[src/design/rdd_pkg.sv]
// Package with constants for the run direction decoder
`default_nettype none
package rdd_pkg;
  localparam int          TERM_COUNT       = 5;
  localparam int          FUNC_WIDTH       = 6;
  localparam logic [5:0]  FUNC_FORWARD_RUN = 6'h00;
  localparam logic [5:0]  FUNC_REVERSE_RUN = 6'h01;
  localparam logic [5:0]  FUNC_RESET_VALUE = 6'h3F;
  localparam logic [1:0]  SRC_TERMINALS    = 2'h1;
  localparam logic [1:0]  SRC_RESET_VALUE  = 2'h1;
  localparam int          ADDR_WIDTH       = 4;
  localparam logic [3:0]  REG_FUNC_BASE    = 4'h0;
  localparam logic [3:0]  REG_SENSE        = 4'h5;
  localparam logic [3:0]  REG_SOURCE       = 4'h6;
  localparam logic [3:0]  REG_KEYPAD_DIR   = 4'h7;
  localparam logic [3:0]  REG_STATUS       = 4'h8;
  localparam logic [3:0]  REG_TERM_LEVEL   = 4'h9;
  localparam int          STAT_RUN_BIT     = 0;
  localparam int          STAT_REV_BIT     = 1;
  localparam int          STAT_KEYPAD_BIT  = 2;
endpackage
`default_nettype wire

[src/design/rdd_input_sync.sv]
// Three-stage synchroniser with agreement filter for one pin
`timescale 1ns/1ps
`default_nettype none
module rdd_input_sync
(
  input  wire logic clk_in,
  input  wire logic rst_n_in,
  input  wire logic pin_in,
  output logic      level_out
);
  logic stage1;
  logic stage2;
  logic stage3;

  // ****************************************
  // Synchroniser chain
  // ****************************************
  always_ff @(posedge clk_in or negedge rst_n_in)
  begin
    if (!rst_n_in)
    begin
      stage1 <= 1'b0;
      stage2 <= 1'b0;
      stage3 <= 1'b0;
    end
    else
    begin
      stage1 <= pin_in;
      stage2 <= stage1;
      stage3 <= stage2;
    end
  end

  // ****************************************
  // Accept a change once two stages agree
  // ****************************************
  always_ff @(posedge clk_in or negedge rst_n_in)
  begin
    if (!rst_n_in)
      level_out <= 1'b0;
    else if (stage2 == stage3)
      level_out <= stage3;
  end
endmodule
`default_nettype wire

[src/design/rdd_top.sv]
// Run direction decoder: terminal decode, settings registers, run mode outputs
//
// The placing of the registers and the strobed register port were left to the implementer.
`timescale 1ns/1ps
`default_nettype none
// Operation
// Forward input active gives forward run
// Reverse input active gives reverse run
// Both run inputs active gives stop
// Normally-closed open terminal counts as active
// Keypad direction only steers keypad run key
// Active run input at power-up starts rotation
// Five identical terminals, each function select
// Terminal runs honoured only when source selects terminals
module rdd_top
#(
  parameter int TERMS = rdd_pkg::TERM_COUNT
)
(
  input  wire logic                          CLK_IN,
  input  wire logic                          RST_N_IN,
  input  wire logic [TERMS-1:0]              TERMINAL_IN,
  input  wire logic                          KEYPAD_RUN_IN,
  input  wire logic                          KEYPAD_STOP_IN,
  input  wire logic [rdd_pkg::ADDR_WIDTH-1:0] ADDR_IN,
  input  wire logic [31:0]                   WDATA_IN,
  input  wire logic                          WR_IN,
  input  wire logic                          RD_IN,
  output logic      [31:0]                   RDATA_OUT,
  output logic                               RUN_OUT,
  output logic                               REVERSE_OUT
);
  typedef enum logic [1:0] {MODE_STOP, MODE_FWD, MODE_REV} rdd_mode_t;

  logic [rdd_pkg::FUNC_WIDTH-1:0] input_function_select [TERMS];
  logic [TERMS-1:0]               sense_nc;
  logic [1:0]                     run_command_source;
  logic                           keypad_run_direction_select;
  logic [TERMS-1:0]               term_level;
  logic [TERMS-1:0]               term_active;
  logic                           forward_run_input;
  logic                           reverse_run_input;
  logic                           keypad_latch;
  rdd_mode_t                      next_mode;
  logic [rdd_pkg::FUNC_WIDTH-1:0] wr_func;
  logic                           wr_sense;
  logic                           wr_source;
  logic                           wr_keydir;

  // ****************************************
  // Decode helpers
  // ****************************************
  // True when an index selects the function register of one terminal
  function automatic logic func_reg_hit
  (
    input logic [rdd_pkg::ADDR_WIDTH-1:0] addr,
    input int                             idx
  );
    return addr == rdd_pkg::REG_FUNC_BASE + 4'(idx);
  endfunction

  // True when an active terminal carries the given run function
  function automatic logic func_active
  (
    input logic                           active,
    input logic [rdd_pkg::FUNC_WIDTH-1:0] sel,
    input logic [rdd_pkg::FUNC_WIDTH-1:0] code
  );
    return active && sel == code;
  endfunction

  // ****************************************
  // Pin synchronisers
  // ****************************************
  genvar g;
  generate
    for (g = 0; g < TERMS; g++)
    begin : gen_sync
      rdd_input_sync u_sync
      (
        .clk_in    (CLK_IN),
        .rst_n_in  (RST_N_IN),
        .pin_in    (TERMINAL_IN[g]),
        .level_out (term_level[g])
      );
    end
  endgenerate

  // ****************************************
  // Settings registers
  // ****************************************
  assign wr_func = WDATA_IN[rdd_pkg::FUNC_WIDTH-1:0];

  // ****************************************
  // Register write decode
  // ****************************************
  assign wr_sense  = WR_IN && ADDR_IN == rdd_pkg::REG_SENSE;
  assign wr_source = WR_IN && ADDR_IN == rdd_pkg::REG_SOURCE;
  assign wr_keydir = WR_IN && ADDR_IN == rdd_pkg::REG_KEYPAD_DIR;

  always_ff @(posedge CLK_IN or negedge RST_N_IN)
  begin
    if (!RST_N_IN)
    begin
      for (int i = 0; i < TERMS; i++)
        input_function_select[i] <= rdd_pkg::FUNC_RESET_VALUE;
    end
    else if (WR_IN)
    begin
      for (int i = 0; i < TERMS; i++)
        if (func_reg_hit(ADDR_IN, i))
          input_function_select[i] <= wr_func;
    end
  end

  always_ff @(posedge CLK_IN or negedge RST_N_IN)
  begin
    if (!RST_N_IN)
    begin
      sense_nc                    <= '0;
      run_command_source          <= rdd_pkg::SRC_RESET_VALUE;
      keypad_run_direction_select <= 1'b0;
    end
    else
    begin
      if (wr_sense)
        sense_nc <= WDATA_IN[TERMS-1:0];
      if (wr_source)
        run_command_source <= WDATA_IN[1:0];
      if (wr_keydir)
        keypad_run_direction_select <= WDATA_IN[0];
    end
  end

  // ****************************************
  // Terminal decode
  // ****************************************
  always_comb
  begin
    term_active       = term_level ^ sense_nc;
    forward_run_input = 1'b0;
    reverse_run_input = 1'b0;
    for (int i = 0; i < TERMS; i++)
    begin
      if (func_active(term_active[i], input_function_select[i], rdd_pkg::FUNC_FORWARD_RUN))
        forward_run_input = 1'b1;
      if (func_active(term_active[i], input_function_select[i], rdd_pkg::FUNC_REVERSE_RUN))
        reverse_run_input = 1'b1;
    end
  end

  // ****************************************
  // Keypad run latch
  // ****************************************
  always_ff @(posedge CLK_IN or negedge RST_N_IN)
  begin
    if (!RST_N_IN)
      keypad_latch <= 1'b0;
    else if (run_command_source == rdd_pkg::SRC_TERMINALS || KEYPAD_STOP_IN)
      keypad_latch <= 1'b0;
    else if (KEYPAD_RUN_IN)
      keypad_latch <= 1'b1;
  end

  // ****************************************
  // Run mode selection
  // ****************************************
  always_comb
  begin
    next_mode = MODE_STOP;
    if (run_command_source == rdd_pkg::SRC_TERMINALS)
    begin
      case ({forward_run_input, reverse_run_input})
        2'b10:   next_mode = MODE_FWD;
        2'b01:   next_mode = MODE_REV;
        2'b11:   next_mode = MODE_STOP;
        2'b00:   next_mode = MODE_STOP;
        default: next_mode = MODE_STOP;
      endcase
    end
    else if (keypad_latch)
      next_mode = keypad_run_direction_select ? MODE_REV : MODE_FWD;
  end

  always_ff @(posedge CLK_IN or negedge RST_N_IN)
  begin
    if (!RST_N_IN)
    begin
      RUN_OUT     <= 1'b0;
      REVERSE_OUT <= 1'b0;
    end
    else
    begin
      RUN_OUT     <= (next_mode != MODE_STOP);
      REVERSE_OUT <= (next_mode == MODE_REV);
    end
  end

  // ****************************************
  // Register read port
  // ****************************************
  always_ff @(posedge CLK_IN or negedge RST_N_IN)
  begin
    if (!RST_N_IN)
      RDATA_OUT <= '0;
    else if (RD_IN)
    begin
      RDATA_OUT <= '0;
      for (int i = 0; i < TERMS; i++)
        if (func_reg_hit(ADDR_IN, i))
          RDATA_OUT <= {26'h0, input_function_select[i]};
      case (ADDR_IN)
        rdd_pkg::REG_SENSE:      RDATA_OUT <= {{(32-TERMS){1'b0}}, sense_nc};
        rdd_pkg::REG_SOURCE:     RDATA_OUT <= {30'h0, run_command_source};
        rdd_pkg::REG_KEYPAD_DIR: RDATA_OUT <= {31'h0, keypad_run_direction_select};
        rdd_pkg::REG_STATUS:     RDATA_OUT <= {29'h0, keypad_latch, REVERSE_OUT, RUN_OUT};
        rdd_pkg::REG_TERM_LEVEL: RDATA_OUT <= {{(32-TERMS){1'b0}}, term_active};
        default:                 ;
      endcase
    end
    else
      RDATA_OUT <= '0;
  end
endmodule
`default_nettype wire

[config.mk]
export PLATFORM = sky130hd
export DESIGN_NAME = rdd_top
export DESIGN_NICKNAME = d
export VERILOG_FILES = /design/src/design/rdd_pkg.sv /design/src/design/rdd_input_sync.sv /design/src/design/rdd_top.sv
export SDC_FILE = /design/constraint.sdc
export NUM_CORES = 1
export LEC_CHECK = 0
export BUFFER_PORTS_ARGS = -buffer_cell sky130_fd_sc_hd__buf_4
export CAP_MARGIN = 40
export CORE_ASPECT_RATIO = 1.4
export CORE_MARGIN = 3
export CORE_UTILIZATION = 55
export CTS_CLUSTER_DIAMETER = 200
export DETAILED_ROUTE_END_ITERATION = 7
export GPL_ROUTABILITY_DRIVEN = 0
export HOLD_SLACK_MARGIN = 0.12
export PLACE_DENSITY = 0.79
export SLEW_MARGIN = 10
export SYNTH_ARGS = -nofsm -noshare
export SYNTH_HDL_FRONTEND = slang
export SYNTH_SLANG_ARGS = --single-unit
[constraint.sdc]
create_clock -name CLK_IN -period 3.8 [get_ports CLK_IN]
set_clock_uncertainty 0.05 [all_clocks]
set_input_delay 0.38 -clock CLK_IN [delete_from_list [all_inputs] [get_ports CLK_IN]]
set_output_delay 0.38 -clock CLK_IN [all_outputs]
set_load 0.01 [all_outputs]
# Word-level counts from Yosys, hierarchy flattened
# Index checks and enable logic that the tools add are counted.
[totals] register_bits=93 output_inout_bits=34 in_bits=47 wordCells=109
[op_classes] n_reduce_logical=29 eq_ne=24 bitwise_logic=1 n_mux=23
[ops] op="2-to-1 mux 32 bit" count=5
[ops] op="one-hot mux 32 bit (5 select lines)" count=1
[ops] op="== test 6 x 1 -> 1 bit (second input constant)" count=5
[ops] op="zero test 6 bit" count=5
[ops] op="== test 4 x 3 -> 1 bit (second input constant)" count=4
[ops] op="logical AND 1 bit" count=13
[ops] op="2-to-1 mux 1 bit" count=12
[ops] op="AND reduction 2 bit" count=5
[ops] op="== test 4 x 2 -> 1 bit (second input constant)" count=2
[ops] op="== test 4 bit (second input constant)" count=2
[ops] op="== test 2 bit (second input constant)" count=3
[ops] op="2-to-1 mux 2 bit" count=3
[ops] op="2-to-1 mux 6 bit" count=1
[ops] op="one-hot mux 2 bit (3 select lines)" count=1
[ops] op="== test 1 bit" count=5
[ops] op="bitwise XOR 5 bit" count=1
[ops] op="== test 2 x 1 -> 1 bit (second input constant)" count=2
[ops] op="== test 4 x 1 -> 1 bit (second input constant)" count=1
[ops] op="zero test 4 bit" count=1
[ops] op="nonzero test 2 bit" count=2
[ops] op="zero test 2 bit" count=1
[ops] op="OR reduction 2 bit" count=1
[ops] op="logical OR 1 bit" count=1

# Longest topological paths before layout
# Gate-level depths: netlist (run 1).
[depth] word_depth=12 mapped_depth=7 ltp_nobuf=5

# Hierarchy
# From an unflattened synthesis (run 1), not the netlist that was laid out.
[unflattened] hier_cells=269 area_unflattened_um2=3265.6
[by_module_without_submodules] mod="rdd_top" seq_area_each_um2=1214.9 area_per_inst_um2=2708.8 cells_per_inst=244 n_inst=1
[by_module_without_submodules] mod="rdd_input_sync" seq_area_each_um2=100.1 area_per_inst_um2=111.4 cells_per_inst=5 n_inst=5

# Worst setup path after synthesis (run 1)
# OpenSTA, ideal clock, no wires.
[synth_timing] kind="input-to-reg" startpoint="input port ADDR_IN[0] (netlist name)" endpoint="register RDATA_OUT[4]" setup_time_ns=0.119 path_buffers=1 arrival_time_ns=1.475 slack_ns=2.156 required_time_ns=3.631 cell_stages=6 path_cell_list="buf_6 > mux4_2 > and2_0 > a31oi_1 > o22ai_1 > and2_1"
[synth_between] elab_chain_len=8 word_cells_on_any_way=17 classes_between="9 x eq/ne; 7 x mux; 1 x reduce/logical"
[synth_lines] item="start, declared" line_no="rdd_top.sv:25" rtl="input wire logic [rdd_pkg::ADDR_WIDTH-1:0] ADDR_IN,"
[synth_lines] item="zero test 4 bit" line_no="rdd_top.sv:59" rtl="return addr == rdd_pkg::REG_FUNC_BASE + 4'(idx);"
[synth_lines] item="2-to-1 mux 6 bit" line_no="rdd_top.sv:210" rtl="if (func_reg_hit(ADDR_IN, i))"
[synth_lines] item="2-to-1 mux 32 bit (4 in series)" line_no="rdd_top.sv:210"
[synth_lines] item="one-hot mux 32 bit (5 select lines) *" line_no="rdd_top.sv:212" rtl="case (ADDR_IN)"
[synth_lines] item="2-to-1 mux 32 bit *" line_no="rdd_top.sv:206" rtl="else if (RD_IN)"
[synth_lines] item="end signal, assigned" line_no="rdd_top.sv:211" rtl="RDATA_OUT <= {26'h0, input_function_select[i]};"
[synth_lines] item="end signal, assigned" line_no="rdd_top.sv:213" rtl="rdd_pkg::REG_SENSE: RDATA_OUT <= {{(32-TERMS){1'b0}}, sense_nc};"
[synth_lines] item="end signal, assigned" line_no="rdd_top.sv:214" rtl="rdd_pkg::REG_SOURCE: RDATA_OUT <= {30'h0, run_command_source};"
[synth_lines] item="end, declared" line_no="rdd_top.sv:29" rtl="output logic [31:0] RDATA_OUT,"
# Mark *: on every way between the ends. The rest lies on a longest branch, timed or not.
# A chain may end at the register's enable or synchronous reset.

# Final worst setup path (run 1)
[layout_timing] startpoint="input port ADDR_IN[2] (netlist name)" endpoint="register sense_nc[4]"
[layout_between] elab_chain_len=2
[layout_lines] item="== test 4 x 3 -> 1 bit" line_no="rdd_top.sv:97" rtl="assign wr_sense = WR_IN && ADDR_IN == rdd_pkg::REG_SENSE;"
[layout_lines] item="logical AND 1 bit" line_no="rdd_top.sv:97"
[layout_lines] item="end signal, assigned" line_no="rdd_top.sv:127" rtl="sense_nc <= WDATA_IN[TERMS-1:0];"
[layout_lines] item="end, declared" line_no="rdd_top.sv:36" rtl="logic [TERMS-1:0] sense_nc;"
# Every way passes these cells.

==> results.py, run 1 <==
metrics = {
    "run_status": {
        "status": "finished, final reports clean",
    },
    "clock_tree": {
        "cts_buffers": 9,
        "clockRootBuffer": "clkbuf_8",
        "cts_max_level": 3,
        "cts_num_sinks": 67,
        "cts_buffer_depth": 2,
        "ctsResizeCount": 0,
        "clk_pin_slew_ns": 0.07,
        "clock_latency_ns": 0.35,
        "cts_setup_buffers": 0,
        "cts_hold_buf": 6,
        "cts_tree": "built",
    },
    "placed_design": {
        "placed_area_sq_um": 3380,
        "dp_hpwl_um": 4810,
        "io_buffers": 28,
    },
    "timing": {
        "rsz0062_at_grt": "false",
        "min_period_over_period_pct": 50.5,
        "relSlewSlack_pct": 46.5,
        "timing.fmax_ghz": 0.521,
        "tightest_slew_ns": 0.802,
        "final_max_slew_viol_count": 0,
        "setup_viol": 0,
        "period_needed_ns": 1.92,
        "hold_viol": 0,
        "finalSetupTns_ns": 0,
    },
    "logic_synthesis": {
        "avgSynthCellArea_sq_um": 12.1,
        "syn_inst": 268,
        "synthTopCellsByCount": "36 x dfrtp_1, 36 x mux2_2, 31 x dfstp_2",
        "synth-edff-count": 0,
        "ys_types": 48,
        "synth-main-ff-cell": "dfrtp_1",
        "synth_top_cell_area_share_pct": 27.8,
        "synth_seq_cells": 67,
        "yosys.area.top_type": "dfrtp_1",
        "ys_warn_count": 0,
        "yosysSeqAreaShare_pct": 52.9,
        "synth.area.top_cells": "dfrtp_1 28%, dfstp_2 25%, mux2_2 13%, buf_4 6.0%, mux4_1 2.4%",
        "synth.cell_area_sq_um": 3240,
        "ys_async_sr_fraction_pct": 100,
    },
    "power_and_ir_drop": {
        "seqPwrFrac_pct": 47.9,
        "peakVddDrop_uv": 393,
        "p_switching_uw": 566,
        "switching_share_pct": 27.3,
        "p_int_uw": 1510,
        "power_density_nw_per_um2": 564,
        "leakagePower_uw": 0.00158,
        "power_uw": 2080,
        "clock_power_share_pct": 34.2,
        "pwr-share-comb_pct": 17.9,
    },
    "detailed_routing": {
        "drcViolationCount": 0,
        "firstDrtPassIters": 5,
        "totalWireLength_um": 7050,
        "drtIter0Drc": 225,
        "wl_per_cell_um": 18.8,
        "detail-route-antenna-nets": 0,
        "vias": 2274,
        "viasPerCell": 6.06,
    },
    "floorplan": {
        "fp-row-count": 32,
        "start_util_pct": 57.8,
        "fp.dieH_um": 96.8,
        "die_width_um": 70.9,
        "ios": 81,
        "dieArea_sq_um": 6860,
        "core_region_area_sq_um": 5610,
    },
    "global_route": {
        "grt_pass1_vias": 2248,
        "grt_max_degree": 68,
        "antenna_found_initial": 0,
        "overflow": 0,
        "grt_pass1_wl_um": 11700,
        "grt_usage_pct": 22.5,
    },
    "flow_run": {
        "drv_cap": 0,
    },
    "layout": {
        "stdcell_area_sq_um": 3680,
        "regArea_sq_um": 1720,
        "diodes": 0,
        "multiInputGateArea_sq_um": 1350,
        "fin_util_pct": 65.7,
        "fill_cells": 434,
        "fin_nets": 349,
        "syn_to_final_growth_pct": 13.6,
        "drive_gt1_share_pct": 36.8,
    },
    "setup_path": {
        "cp-end-kind": "flop",
        "crit_fanout": 14,
        "slowest_stage": "nor2b_1",
        "path_cells": "buf_4, nor2b_1, nand2_1, nor2_2, mux2_2",
        "critical_path_class": "input port to flop",
        "startpoint_type": "input port",
        "cp.arrival_ns": 2.11,
        "worst_path_largest_cell_delay_ns": 0.56,
        "worst_ep_required_time_ns": 3.99,
    },
    "hold_path": {
        "hold_path_class": "input port to flop",
    },
}
==> worst max-delay path, delay by kind of cell <==
family	cells	cell delay (ns)
simple gates	3	1.18
buf+inv	1	0.17
mux	1	0.37
==> kinds of logic (layout without fill, tap and decap cells) <==
family,after synthesis,in the layout,synth area share (%)
DFF,67,67,52.9
and+or+nand+nor,63,63,10.6
AOI/OAI and AO/OA,43,43,8.80
muxes,42,42,16.3
buffers and inverters,42,56,8.42
adders and majority gates,5,5,1.54
xor gates and xnor gates,5,5,1.35
other,1,26,0.116
==> placed cells by master, fill, tap and decap left out, types with 4 or more instances in the layout <==
cell,n
nand3_1,5
nand2_1,12
nor2b_1,6
maj3_1,5
inv_1,6
o21ai_0,9
mux2_2,36
o22ai_1,5
nor3_1,7
dfstp_2,31
nor2_1,13
a21oi_1,8
conb_1,26
xor2_1,4
dfrtp_1,36
buf_4,28
a31oi_1,4
clkbuf_8,9
dlygate4sd3_1,6
==> registers in the layout, summed over array words and instances, names as in the netlist, 2 cells and up <==
register,count
input_function_select,30
RDATA_OUT,6
gen_sync.u_sync.level_out,5
gen_sync.u_sync.stage1,5
gen_sync.u_sync.stage2,5
gen_sync.u_sync.stage3,5
sense_nc,5
run_command_source,2
==> area by class of cell <==
class                      count  area share, %
clock buffer                  10           3.47
clock inverter                 6           3.13
inverter                       6          0.612
multi-input combinational    184           36.6
sequential                    67           46.6
tap                           68           2.31
timing repair buffer          34           7.34
==> per-stage QoR <==
stage          hold slack [ns]  instances  setup slack (ns)
2_1_floorplan           0.0344        293              2.16
3_3_place_gp             0.283        353              1.62
3_5_place_dp             0.286        353              1.58
4_1_cts                  0.121        375              1.92
5_1_grt                  0.126        375              1.77
6_report                 0.135        375              1.88
==> final timing paths <==
check	start	to	slack (ns)	cells after the start
worst max-delay path	ADDR_IN[2]	sense_nc[4]$_DFFE_PN0P_	1.88	5
worst min-delay path	KEYPAD_STOP_IN	keypad_latch$_DFFE_PN0P_	0.13	2
worst max register to register	input_function_select[0]$_DFFE_PN1P_	RUN_OUT$_DFF_PN0_	1.92	5
worst min register to register	gen_sync[3].u_sync.stage1$_DFF_PN0_	gen_sync[3].u_sync.stage2$_DFF_PN0_	0.30	0
max in group asynchronous	RST_N_IN	keypad_run_direction_select$_DFFE_PN0P_	2.56	2
min in group asynchronous	RST_N_IN	gen_sync[3].u_sync.stage1$_DFF_PN0_	0.60	2
==> per-layer routing <==
metal	wire length, um	global-route usage [%]	share of wire, %
met1	2670	27.0	38
met2	3620	36.5	51
met3	540	7.28	7.7
met4	216	10.1	3.1
met5	0	0	0
==> power by group through the flow <==
stage	clock [uW]	sequential [uW]	combinational [uW]
floorplan	0	969	268
global placement	0	998	343
detailed placement	0	1000	357
CTS	724	994	367
global route	764	1010	404
finish	711	995	371
No activity file was read; power rests on OpenSTA's default activity.
==> run 2: changes to the inputs <==
CORE_UTILIZATION = 53   (was 55)
PLACE_DENSITY = 0.77   (was 0.79)
clock period = 1.9 ns   (was 3.8 ns; I/O delays follow)
==> results.py, run 2 (same netlist as run 1, synthesis figures left out) <==
metrics = {
    "clock_tree": {
        "clock_latency_ns": 0.36,
        "cts_num_sinks": 67,
        "cts_buffer_depth": 2,
        "clk_pin_slew_ns": 0.07,
        "cts_setup_buffers": 0,
        "clockRootBuffer": "clkbuf_8",
        "cts_max_level": 3,
        "cts_buffers": 9,
        "cts_tree": "built",
    },
    "setup_path": {
        "crit_fanout": 17,
        "cp-end-kind": "flop",
        "cp-startpoint": "ADDR_IN[3]",
        "endpoint": "sense_nc[0]$_DFFE_PN0P_",
        "rr_worst_depth": 5,
        "startpoint_type": "input port",
        "worst_ep_required_time_ns": 2.10,
        "r2r_slack_ns": 0.13,
        "worst_path_largest_cell_delay_ns": 0.54,
        "cp.arrival_ns": 2.01,
        "r2r-end": "RUN_OUT$_DFF_PN0_",
        "critical_path_class": "input port to flop",
        "slowest_stage": "dlygate4sd3_1",
        "path_cells": "dlygate4sd3_1, buf_4, nor2b_1, nand2_1, nor2_2, mux2_2",
        "r2r_start": "input_function_select[6]$_DFFE_PN1P_",
    },
    "layout": {
        "stdcell_area_sq_um": 3790,
        "largest_register_ffs": 30,
        "top_regs": "input_function_select: 30 flops, RDATA_OUT: 6 flops",
        "syn_to_final_growth_pct": 16.9,
        "top_register": "input_function_select",
        "fill_cells": 472,
        "drive_gt1_share_pct": 37.2,
        "diodes": 0,
        "final_cell_mix": "36 x dfrtp_1, 36 x mux2_2, 34 x buf_4",
        "fin_nets": 365,
    },
    "placed_design": {
        "io_buffers": 28,
        "dp_hpwl_um": 4780,
        "placed_area_sq_um": 3430,
    },
    "floorplan": {
        "ios": 81,
        "fp.dieH_um": 98.5,
        "start_util_pct": 54.9,
        "dieArea_sq_um": 7100,
        "fp-row-count": 33,
        "die_width_um": 72.1,
        "core_region_area_sq_um": 5900,
    },
    "global_route": {
        "grt_pass1_wl_um": 11200,
        "overflow": 0,
        "grt_pass1_vias": 2301,
        "grt_max_degree": 68,
        "grt_usage_pct": 20.9,
        "antenna_found_initial": 0,
    },
    "timing": {
        "rsz0062_at_grt": "false",
        "timing.fmax_ghz": 0.551,
        "final_max_slew_viol_count": 0,
        "relSlewSlack_pct": 46.0,
        "hold_viol": 0,
        "period_needed_ns": 1.81,
        "setup_viol": 0,
        "min_period_over_period_pct": 95.5,
        "finalSetupTns_ns": 0,
        "tightest_slew_ns": 0.810,
    },
    "detailed_routing": {
        "detail-route-antenna-nets": 0,
        "totalWireLength_um": 6860,
        "vias": 2266,
        "drcViolationCount": 0,
        "drtIter0Drc": 299,
        "wl_per_cell_um": 17.5,
        "viasPerCell": 5.77,
        "firstDrtPassIters": 5,
    },
    "power_and_ir_drop": {
        "peakVddDrop_uv": 567,
        "leakagePower_uw": 0.00163,
        "power_density_nw_per_um2": 1030,
    },
    "flow_run": {
        "drv_cap": 0,
    },
    "hold_path": {
        "hold_path_class": "input port to flop",
        "worstHoldPathCells": 3,
    },
    "run_status": {
        "status": "finished, final reports clean",
    },
}
run 2: area by class of cell:
cell class	count	area, sq um	area share, %
multi-input combinational	184	1350	35.7
sequential	67	1720	45.3
clock inverter	6	67.6	1.78
clock buffer	10	128	3.37
timing repair buffer	50	415	11.0
tap	70	87.6	2.31
inverter	6	22.5	0.594
run 2: stage by stage:
step	worst slack (ns)	utilization [%]	total power [uW]	instances	hold slack, ns
after floorplan	0.383	-	2470	293	-0.156
after global placement	0.164	58.0	2710	361	0.249
after detailed placement	0.160	58.0	2740	361	0.251
after CTS	0.111	63.9	3920	392	0.128
after global routing	0.0250	64.2	4110	393	0.180
final	0.0854	64.2	3920	393	0.171
run 2: what timing repair did:
action | in CTS | in global routing
hold endpoints to repair | 74 | 2
gates resized for setup | 0 | 1
endpoints found under the setup margin | 0 | 1
hold buffers | 15 | 1
run 2: how the worst min path moves through the flow:
stage                                                          to  slack (ns)           start
after floorplan                            RDATA_OUT[0]$_DFF_PN0_       -0.16        RST_N_IN
after global placement        gen_sync[2].u_sync.stage1$_DFF_PN0_        0.25  TERMINAL_IN[2]
after detailed placement      gen_sync[0].u_sync.stage1$_DFF_PN0_        0.25  TERMINAL_IN[0]
after CTS                 keypad_run_direction_select$_DFFE_PN0P_        0.13     WDATA_IN[0]
after global routing      keypad_run_direction_select$_DFFE_PN0P_        0.18           WR_IN
final                     keypad_run_direction_select$_DFFE_PN0P_        0.17           WR_IN
run 2: critical path, delay by kind of cell:
| family | cells | cell delay, ns |
|---|---|---|
| buf+inv | 2 | 0.74 |
| mux | 1 | 0.38 |
| simple gates | 3 | 0.69 |
run 2: report_power, final:
group          leakage, uW  internal [uW]  total [uW]  switching [uW]
clock            0.0000925            607        1160             551
sequential        0.000763           1780        1990             209
combinational     0.000773            401         772             371
run 2: per-layer routing:
| layer | GRT usage (%) | routed length [um] | vias up |
|---|---|---|---|
| met3 | 5.41 | 438 | 28 |
| li1 | - | - | 1023 |
| met1 | 24.6 | 2630 | 1104 |
| met2 | 33.5 | 3500 | 111 |
| met4 | 13.3 | 293 | 0 |
| met5 | 0 | 0 | - |
